--- config.mk ---
export PLATFORM = sky130hd
export DESIGN_NAME = pacf_cmd_regs
export DESIGN_NICKNAME = d
export VERILOG_FILES = /design/src/pacf_pkg.sv /design/src/pacf_cmd_regs.sv /design/src/pacf_crc16.sv /design/src/pacf_inj_cell.sv
export SDC_FILE = /design/constraint.sdc
export NUM_CORES = 1
export LEC_CHECK = 0
export CAP_MARGIN = 20
export CORE_ASPECT_RATIO = 0.75
export CORE_MARGIN = 8
export CORE_UTILIZATION = 30
export DETAILED_ROUTE_END_ITERATION = 10
export DONT_BUFFER_PORTS = 1
export PLACE_DENSITY = 0.49
export SLEW_MARGIN = 20
export SYNTH_ARGS = -nofsm -noshare
export SYNTH_HDL_FRONTEND = slang
export SYNTH_SLANG_ARGS = --single-unit
--- constraint.sdc ---
create_clock -name mclk_i -period 3.5 [get_ports mclk_i]
set_clock_uncertainty 0.2 [all_clocks]
set_input_delay 0.175 -clock mclk_i [delete_from_list [all_inputs] [get_ports mclk_i]]
set_output_delay 0.175 -clock mclk_i [all_outputs]
set_load 0.03 [all_outputs]
--- src/pacf_pkg.sv ---
/*
  Shared constants for the bus-address, settings-checksum and fault-injection
  command group: command codes, field positions, reserved addresses, CRC setup.
  Assumes a command front end that decodes bus transactions into strobes.
*/
package pacf_pkg;

  // Command codes
  localparam logic [7:0] CMD_BUS_ADDRESS_SELECT = 8'hef;
  localparam logic [7:0] CMD_SETTINGS_CRC = 8'hf0;
  localparam logic [7:0] CMD_FAULT_INJECTION = 8'hf1;

  // Bus-address field layout
  localparam int ADDR_W = 7;
  localparam logic [6:0] ADDR_RESET = 7'h00;

  // Addresses reserved by the bus specification
  localparam logic [6:0] RSV_ADDR_A = 7'h0c;
  localparam logic [6:0] RSV_ADDR_B = 7'h28;
  localparam logic [6:0] RSV_ADDR_C = 7'h37;
  localparam logic [6:0] RSV_ADDR_D = 7'h61;

  // Pin-override mask bit that selects the strapped address
  localparam int OVR_ADDRESS_BIT = 8;

  // Fault-injection field positions
  localparam int FAULT_PERSIST_BIT = 15;
  localparam int WARN_PERSIST_BIT = 7;
  localparam int INJECT_OVERTEMP_FAULT = 14;
  localparam int INJECT_OVERCURRENT_FAULT = 12;
  localparam int INJECT_INPUT_LOCKOUT = 11;
  localparam int INJECT_INPUT_OVERVOLTAGE = 10;
  localparam int INJECT_OUTPUT_UNDERVOLTAGE = 9;
  localparam int INJECT_OUTPUT_OVERVOLTAGE = 8;
  localparam int INJECT_OVERCURRENT_WARNING = 4;
  localparam int INJECT_INPUT_UNDERVOLTAGE_WARNING = 3;
  localparam int INJECT_OUTPUT_UNDERVOLTAGE_WARNING = 1;
  localparam int INJECT_OUTPUT_OVERVOLTAGE_WARNING = 0;
  localparam int FIRST_FAULT_BIT = 8;

  // Field masks
  localparam logic [15:0] INJ_MASK = 16'h5f1b;
  localparam logic [15:0] INJ_RSV_MASK = 16'h2064;
  localparam logic [15:0] INJ_ARMED_OFF_MASK = 16'h0900;
  localparam logic [15:0] INJ_RESET = 16'h0000;

  // Settings checksum
  localparam logic [15:0] CRC_POLY = 16'h8005;
  localparam logic [15:0] CRC_INIT = 16'h0000;

  // Checksum sequencer states
  typedef enum logic [1:0] {
    CRC_IDLE,
    CRC_RUN,
    CRC_LATCH
  } pacf_crc_state_type;

endpackage

--- src/pacf_cmd_regs.sv ---
/*
  Command registers for the device bus address, the settings checksum and
  fault injection. Assumes a bus front end that turns each transaction into
  a one-cycle strobe with command code and data, an NVM engine that streams
  the settings bytes on request, and protection logic that pulses a response
  per detector.
*/
`timescale 1ns/1ps
`default_nettype none

// Notes on behaviour
// - Bus-address command EF: byte write sets, byte read returns own address.
// - A new address is used from the cycle after the write.
// - Address bit 7 is read-only and always reads zero.
// - Address bits 6:0 load from stored value or pin straps at start.
// - Reserved addresses 0x0C and 0x28 are refused.
// - Reserved addresses 0x37 and 0x61 are refused too.
// - Word read F0 returns CRC-16, polynomial 0x8005; it cannot be written.
// - Checksum is recomputed at boot and after every store or restore.
// - Word command F1 injects faults; volatile; set bits force detectors.
// - Several injections may be active together, each independent.
// - Bit 15 clear: faults end after one response; set: until rewritten.
// - Bit 7 clear: warnings end after one response; set: until rewritten.
// - Bit 14 injects overtemperature, bit 12 overcurrent fault; zero no change.
// - Bit 11 injects input lockout, bit 10 input overvoltage; zero no change.
// - Bit 9 injects output undervoltage, bit 8 output overvoltage fault.
// - Bit 4 injects overcurrent warning, bit 3 input undervoltage warning.
// - Bit 1 injects output undervoltage, bit 0 output overvoltage warning.
// - Only input lockout and output overvoltage force while conversion is off.
// - All other injections act only while conversion is on.
// - Pin-override mask bit 8 picks the strapped address at load.
module pacf_cmd_regs (
  // Clock and reset
  input wire logic mclk_i,
  input wire logic rst_n_i,
  // Command strobes from the bus front end
  input wire logic [7:0] cmd_code_i,
  input wire logic wr_en_i,
  input wire logic wr_word_i,
  input wire logic [15:0] wr_data_i,
  input wire logic rd_en_i,
  input wire logic rd_word_i,
  // Read answer and error
  output logic [15:0] rd_data_o,
  output logic rd_ack_o,
  output logic cmd_err_o,
  // Address load sources
  input wire logic addr_load_i,
  input wire logic [6:0] nvm_addr_i,
  input wire logic [6:0] pin_addr_i,
  input wire logic [15:0] pin_override_i,
  output logic [6:0] own_addr_o,
  // Settings stream from the NVM engine
  input wire logic boot_done_i,
  input wire logic nvm_op_done_i,
  input wire logic nvm_byte_valid_i,
  input wire logic [7:0] nvm_byte_i,
  input wire logic nvm_byte_last_i,
  output logic crc_req_o,
  output logic crc_busy_o,
  // Protection logic
  input wire logic conv_en_i,
  input wire logic [15:0] fault_resp_i,
  output logic [15:0] inj_force_o
);

  // Command decode
  wire is_addr_cmd = (cmd_code_i == pacf_pkg::CMD_BUS_ADDRESS_SELECT);
  wire is_crc_cmd = (cmd_code_i == pacf_pkg::CMD_SETTINGS_CRC);
  wire is_inj_cmd = (cmd_code_i == pacf_pkg::CMD_FAULT_INJECTION);
  wire [6:0] new_addr = wr_data_i[6:0];
  wire addr_rsv = (new_addr == pacf_pkg::RSV_ADDR_A) ||
                  (new_addr == pacf_pkg::RSV_ADDR_B) ||
                  (new_addr == pacf_pkg::RSV_ADDR_C) ||
                  (new_addr == pacf_pkg::RSV_ADDR_D);
  wire addr_wr_ok = wr_en_i && is_addr_cmd && !wr_word_i && !addr_rsv;
  wire inj_wr = wr_en_i && is_inj_cmd && wr_word_i;
  wire wr_err = wr_en_i && !addr_wr_ok && !inj_wr;
  wire rd_ok = rd_en_i && ((is_addr_cmd && !rd_word_i) ||
                           ((is_crc_cmd || is_inj_cmd) && rd_word_i));
  wire rd_err = rd_en_i && !rd_ok;

  // Registers
  logic [6:0] addr_ff;
  logic [15:0] crc_ff;
  logic fault_persist_ff;
  logic warn_persist_ff;
  logic [15:0] inj_rsv_ff;
  logic [15:0] rd_data_ff;
  logic rd_ack_ff;
  logic cmd_err_ff;
  logic crc_req_ff;
  logic crc_busy_ff;
  pacf_pkg::pacf_crc_state_type crc_st_ff;

  // Address next value: load, valid write, or hold
  wire use_pins = pin_override_i[pacf_pkg::OVR_ADDRESS_BIT];
  wire [6:0] load_addr = use_pins ? pin_addr_i : nvm_addr_i;
  wire [6:0] nxt_addr = addr_load_i ? load_addr :
                        addr_wr_ok ? new_addr : addr_ff;

  // Address register; also drives the matcher directly
  always_ff @(posedge mclk_i or negedge rst_n_i) begin
    if (!rst_n_i) begin
      addr_ff <= pacf_pkg::ADDR_RESET;
    end else begin
      addr_ff <= nxt_addr;
    end
  end

  assign own_addr_o = addr_ff;

  // Checksum sequencer: a trigger restarts a pass over the settings
  wire crc_trig = boot_done_i || nvm_op_done_i;
  logic [15:0] crc_run;
  pacf_pkg::pacf_crc_state_type nxt_crc_st;
  // A byte still in flight while the request goes out belongs to the aborted image
  wire crc_take = (crc_st_ff == pacf_pkg::CRC_RUN) && !crc_trig && !crc_req_ff &&
                  nvm_byte_valid_i;

  always_comb begin
    nxt_crc_st = crc_st_ff;
    case (crc_st_ff)
      pacf_pkg::CRC_IDLE: begin
        if (crc_trig) begin
          nxt_crc_st = pacf_pkg::CRC_RUN;
        end
      end
      pacf_pkg::CRC_RUN: begin
        if (crc_take && nvm_byte_last_i) begin
          nxt_crc_st = pacf_pkg::CRC_LATCH;
        end
      end
      pacf_pkg::CRC_LATCH: begin
        nxt_crc_st = crc_trig ? pacf_pkg::CRC_RUN : pacf_pkg::CRC_IDLE;
      end
      default: begin
        nxt_crc_st = pacf_pkg::CRC_IDLE;
      end
    endcase
  end

  // Remainder engine
  pacf_crc16 u_crc (
    .mclk_i(mclk_i),
    .rst_n_i(rst_n_i),
    .clr_i(crc_trig),
    .byte_valid_i(crc_take),
    .byte_i(nvm_byte_i),
    .crc_o(crc_run)
  );

  wire crc_done = (crc_st_ff == pacf_pkg::CRC_LATCH) && !crc_trig;
  wire [15:0] nxt_crc = crc_done ? crc_run : crc_ff;

  // Checksum state, result and request flops
  always_ff @(posedge mclk_i or negedge rst_n_i) begin
    if (!rst_n_i) begin
      crc_st_ff <= pacf_pkg::CRC_IDLE;
      crc_ff <= pacf_pkg::CRC_INIT;
      crc_req_ff <= 1'b0;
      crc_busy_ff <= 1'b0;
    end else begin
      crc_st_ff <= nxt_crc_st;
      crc_ff <= nxt_crc;
      crc_req_ff <= crc_trig;
      crc_busy_ff <= (nxt_crc_st != pacf_pkg::CRC_IDLE);
    end
  end

  assign crc_req_o = crc_req_ff;
  assign crc_busy_o = crc_busy_ff;

  // Persistence and reserved bits; volatile, loaded by every injection write, cleared by reset
  wire nxt_fp = inj_wr ? wr_data_i[pacf_pkg::FAULT_PERSIST_BIT] : fault_persist_ff;
  wire nxt_wp = inj_wr ? wr_data_i[pacf_pkg::WARN_PERSIST_BIT] : warn_persist_ff;
  wire [15:0] nxt_rsv = inj_wr ? (wr_data_i & pacf_pkg::INJ_RSV_MASK) : inj_rsv_ff;

  always_ff @(posedge mclk_i or negedge rst_n_i) begin
    if (!rst_n_i) begin
      fault_persist_ff <= 1'b0;
      warn_persist_ff <= 1'b0;
      inj_rsv_ff <= pacf_pkg::INJ_RESET;
    end else begin
      fault_persist_ff <= nxt_fp;
      warn_persist_ff <= nxt_wp;
      inj_rsv_ff <= nxt_rsv;
    end
  end

  // One cell per injection bit, each independent of the others
  wire [15:0] inj_act;
  wire [15:0] inj_frc;

  genvar g;
  generate
    for (g = 0; g < 16; g++) begin : g_inj
      if (pacf_pkg::INJ_MASK[g]) begin : g_on
        localparam bit IS_FAULT = (g >= pacf_pkg::FIRST_FAULT_BIT);
        wire persist = IS_FAULT ? fault_persist_ff : warn_persist_ff;
        pacf_inj_cell #(
          .ARMED_OFF(pacf_pkg::INJ_ARMED_OFF_MASK[g])
        ) u_cell (
          .mclk_i(mclk_i),
          .rst_n_i(rst_n_i),
          .wr_i(inj_wr),
          .wr_bit_i(wr_data_i[g]),
          .end_prev_i(persist),
          .resp_i(fault_resp_i[g]),
          .persist_i(persist),
          .conv_en_i(conv_en_i),
          .active_o(inj_act[g]),
          .force_o(inj_frc[g])
        );
      end else begin : g_off
        assign inj_act[g] = 1'b0;
        assign inj_frc[g] = 1'b0;
      end
    end
  endgenerate

  assign inj_force_o = inj_frc;

  // Read mux: address reads with bit 7 zero
  wire [15:0] addr_rd = {9'h000, addr_ff};
  wire [15:0] inj_rd = inj_act | inj_rsv_ff |
                       ({15'h0000, fault_persist_ff} << pacf_pkg::FAULT_PERSIST_BIT) |
                       ({15'h0000, warn_persist_ff} << pacf_pkg::WARN_PERSIST_BIT);
  wire [15:0] rd_sel = is_addr_cmd ? addr_rd :
                       is_crc_cmd ? crc_ff : inj_rd;
  wire [15:0] nxt_rd_data = rd_ok ? rd_sel : rd_data_ff;

  // Answer flops
  always_ff @(posedge mclk_i or negedge rst_n_i) begin
    if (!rst_n_i) begin
      rd_data_ff <= 16'h0000;
      rd_ack_ff <= 1'b0;
      cmd_err_ff <= 1'b0;
    end else begin
      rd_data_ff <= nxt_rd_data;
      rd_ack_ff <= rd_ok;
      cmd_err_ff <= wr_err || rd_err;
    end
  end

  assign rd_data_o = rd_data_ff;
  assign rd_ack_o = rd_ack_ff;
  assign cmd_err_o = cmd_err_ff;
endmodule

`default_nettype wire

--- src/pacf_crc16.sv ---
/*
  Running CRC-16 over a byte stream, most significant bit first.
  Assumes the caller clears it before each pass over the settings.
*/
`timescale 1ns/1ps
`default_nettype none

module pacf_crc16 (
  // Clock and reset
  input wire logic mclk_i,
  input wire logic rst_n_i,
  // Stream
  input wire logic clr_i,
  input wire logic byte_valid_i,
  input wire logic [7:0] byte_i,
  // Result
  output logic [15:0] crc_o
);

  // One byte folded into the remainder
  function automatic logic [15:0] step(input logic [15:0] crc, input logic [7:0] din);
    logic [15:0] c;
    c = crc;
    for (int i = 7; i >= 0; i--) begin
      if (c[15] ^ din[i]) begin
        c = {c[14:0], 1'b0} ^ pacf_pkg::CRC_POLY;
      end else begin
        c = {c[14:0], 1'b0};
      end
    end
    return c;
  endfunction

  logic [15:0] nxt_crc;

  assign nxt_crc = clr_i ? pacf_pkg::CRC_INIT :
                   byte_valid_i ? step(crc_o, byte_i) : crc_o;

  // Remainder register
  always_ff @(posedge mclk_i or negedge rst_n_i) begin
    if (!rst_n_i) begin
      crc_o <= pacf_pkg::CRC_INIT;
    end else begin
      crc_o <= nxt_crc;
    end
  end

endmodule

`default_nettype wire

--- src/pacf_inj_cell.sv ---
/*
  One fault or warning injection bit: holds the injected state and forces
  its detector. Assumes the protection logic pulses a response input once
  per fault response for this detector.
*/
`timescale 1ns/1ps
`default_nettype none

module pacf_inj_cell #(
  parameter bit ARMED_OFF = 1'b0
) (
  // Clock and reset
  input wire logic mclk_i,
  input wire logic rst_n_i,
  // Register write
  input wire logic wr_i,
  input wire logic wr_bit_i,
  input wire logic end_prev_i,
  // Protection side
  input wire logic resp_i,
  input wire logic persist_i,
  input wire logic conv_en_i,
  // State
  output logic active_o,
  output logic force_o
);

  logic keep;
  logic nxt_active;
  logic nxt_force;

  // A write ends persisted injections, a one starts one; set beats clear
  assign keep = wr_i ? (active_o & ~end_prev_i) : active_o;
  assign nxt_active = (wr_i & wr_bit_i) | (keep & ~(resp_i & ~persist_i));
  assign nxt_force = active_o & (ARMED_OFF | conv_en_i);

  // State and forcing flops
  always_ff @(posedge mclk_i or negedge rst_n_i) begin
    if (!rst_n_i) begin
      active_o <= 1'b0;
      force_o <= 1'b0;
    end else begin
      active_o <= nxt_active;
      force_o <= nxt_force;
    end
  end

endmodule

`default_nettype wire

==> flow_metrics.py <==
metrics = {
    "outcome": {
        "status": "complete, no violations",
    },
    "clock_tree": {
        "cts_tree": "yes",
        "cts.sinks": 87,
        "clk_pin_slew_ns": 0.06,
        "cts_max_level": 3,
        "clock-root-buffer": "clkbuf_16",
        "post-cts-setup-buffers": 0,
        "cts_hold_buf": 58,
        "clk_latency_ns": 0.34,
        "cts-buffers-inserted": 9,
        "ctsResizeCount": 0,
        "clockBufferDepth": 2,
    },
    "detailed_routing": {
        "dr.pass1.iters": 4,
        "route.detailed.drc": 0,
        "wl_per_cell_um": 19.2,
        "vias": 2843,
        "ant_nets": 0,
        "totalWireLength_um": 11100,
        "drtIter0Drc": 212,
        "via_per_inst": 4.89,
    },
    "timing": {
        "period_share": 0.653,
        "fin_tns_setup_ns": 0,
        "slew_headroom": 0.388,
        "setup_viol": 0,
        "maxSlewViolCount": 0,
        "rsz0062_at_grt": "false",
        "finalHoldViolCount": 0,
        "worst_slew_pin_slew_ns": 0.915,
        "min_period_ns": 2.29,
        "max_freq_mhz": 437,
    },
    "run": {
        "cap_violations": 0,
    },
    "finish": {
        "layout.cells.most_common_list": "87 x dfrtp_1, 57 x dlygate4sd3_1, 36 x nand2_1, 36 x o21ai_0, 21 x mux2_2",
        "final_common_cell": "dfrtp_1",
        "area_growth_syn_to_layout_pct": 24.7,
        "fin_area_um2": 5050,
        "antenna_cells": 0,
        "drive_gt1_frac": 0.120,
        "multi_input_area_um2": 1710,
        "final_nets": 496,
        "seqCellArea_um2": 2180,
        "nFillCells": 1269,
    },
    "setup_path": {
        "r2r_end": "u_crc.crc_o[0]$_DFFE_PN0P_",
        "critPathLaunch": "boot_done_i",
        "end_kind": "flop",
        "worst_ep_arrival_time_ns": 2.31,
        "rrSetupSlack_ns": 1.46,
        "reg2regPathDepth": 5,
        "start_kind": "primary input",
        "required_ns": 3.53,
        "crit_type": "primary input to flop",
        "endpoint": "crc_ff[7]$_DFFE_PN0P_",
        "cp_max_fo": 18,
        "reg2reg_from": "u_crc.crc_o[14]$_DFFE_PN0P_",
    },
    "synth": {
        "avgSynthCellArea_um2": 11.3,
        "synth_top_cell_by_area": "dfrtp_1",
        "synth_top_area_frac": 0.537,
        "yosysUniqueCellTypes": 46,
        "synthCells": 357,
        "ys_seq_elements": 87,
        "synth_area_leaders": "dfrtp_1 54%, mux2_2 5.8%, o21ai_0 4.4%",
        "yosysSeqAreaShare": 0.537,
        "ys_warn_count": 0,
        "synth_area_um2": 4050,
    },
    "floorplanning": {
        "initial_core_util": 0.309,
        "dieWidth_um": 150,
        "fp.dieH_um": 117,
        "dieArea_um2": 17500,
        "io_pins": 133,
        "core_area_um2": 13100,
        "std_cell_rows": 36,
    },
    "power_and_ir_drop": {
        "powerDensity_nw_per_um2": 454,
        "p_leak_nw": 2.24,
        "peakVddDrop_uv": 243,
    },
    "placed_design": {
        "place.gp.congestion": 0.780,
        "hpwl_um": 8080,
        "placed_area_um2": 4140,
        "numPortBuffers": 0,
    },
    "worst_hold_path": {
        "hp-class": "primary input to flop",
    },
    "global_route": {
        "antenna_found_initial": 0,
        "grt_util_all_layers": 0.127,
        "grt_pass1_vias": 2868,
        "grt_pass1_wl_um": 16700,
        "grt_max_degree": 88,
        "grt_overflow": 0,
    },
}
==> worst min path at each step <==
stage | from | to | slack [ns] | cells past startpoint
2_1_floorplan | rst_n_i | cmd_err_o$_DFF_PN0_ | -0.32 | 0
5_1_grt | nvm_op_done_i | crc_req_o$_DFF_PN0_ | 0.02 | 3
3_5_place_dp | rst_n_i | g_inj[11].g_on.u_cell.force_o$_DFF_PN0_ | -0.32 | 0
3_3_place_gp | rst_n_i | g_inj[11].g_on.u_cell.force_o$_DFF_PN0_ | -0.32 | 0
6_report | nvm_op_done_i | crc_req_o$_DFF_PN0_ | 0.007 | 3
4_1_cts | nvm_op_done_i | crc_req_o$_DFF_PN0_ | 0.002 | 3
==> final cells by class <==
| cell class | count | area share |
|---|---|---|
| clock buffers | 9 | 0.0446 |
| clock inverters | 6 | 0.0186 |
| inverters | 2 | 0.00149 |
| multi-input cells | 245 | 0.339 |
| flip-flops and latches | 87 | 0.431 |
| well taps | 171 | 0.0423 |
| repair buffers | 61 | 0.123 |
==> Yosys cell counts, drive strengths merged <==
cell    count
dfrtp      87
o21ai      37
nand2      36
buf        21
mux2       21
xnor2      19
nand3      18
mux2i      16
and2       11
a22o       10
o31ai       9
nor2        8
a22oi       7
a31oi       7
clkbuf      7
o22a        7
o22ai       7
a21oi       3
nand4       3
inv         2
nand2b      2
nor3        2
o211ai      2
xnor3       2
a21o        1
a32o        1
and3        1
conb        1
nand3b      1
nor2b       1
nor3b       1
nor4b       1
o211a       1
o21bai      1
or2         1
or3         1
xor2        1
==> per-stage QoR <==
stage	util	cells	hold WS (ns)	total power [mW]	setup WS, ns
CTS	0.385	581	0.00153	2.32	1.17
detailed placement	0.315	508	-0.318	1.20	1.36
global route	0.385	581	0.0175	2.39	1.00
global placement	0.315	508	-0.318	1.20	1.39
floorplan	-	362	-0.321	1.18	1.61
finish	0.385	581	0.00710	2.29	1.21
==> per-layer routing <==
metal,track usage,part of all wire
met5,0,0
met4,0.0359,0.011
met3,0.0596,0.11
met2,0.176,0.41
met1,0.170,0.47
==> power breakdown <==
group | internal (mW) | total (mW) | switching (mW)
clock network | 0.629 | 1.04 | 0.407
logic | 0.103 | 0.198 | 0.0956
registers | 1.02 | 1.06 | 0.0404
==> logic make-up after synthesis <==
group / after synthesis / synth area share
buffers and inverters: 30 / 0.0442
other: 1 / 0.000926
AOI/OAI and AO/OA: 93 / 0.151
DFF: 87 / 0.537
xor gates and xnor gates: 22 / 0.0565
and+or+nand+nor: 87 / 0.112
muxes: 37 / 0.0979
==> critical path, stage by stage <==
cell and delay, ns:
dlygate4sd3_1 0.55, nor2_2 0.08, buf_4 0.23, inv_2 0.10, nor3b_4 0.76, mux2_2 0.42
==> registers in the layout, summed over array words and instances (netlist names) <==
register / count
rd_ack_o: 1
fault_persist_ff: 1
u_crc.crc_o: 16
g_inj.g_on.u_cell.force_o: 10
crc_busy_o: 1
inj_rsv_ff: 4
own_addr_o: 7
crc_ff: 16
rd_data_o: 16
cmd_err_o: 1
crc_st_ff: 2
crc_req_o: 1
g_inj.g_on.u_cell.active_o: 10
g_inj.g_on.persist: 1
Note: power is estimated with default switching activity, not from simulation.
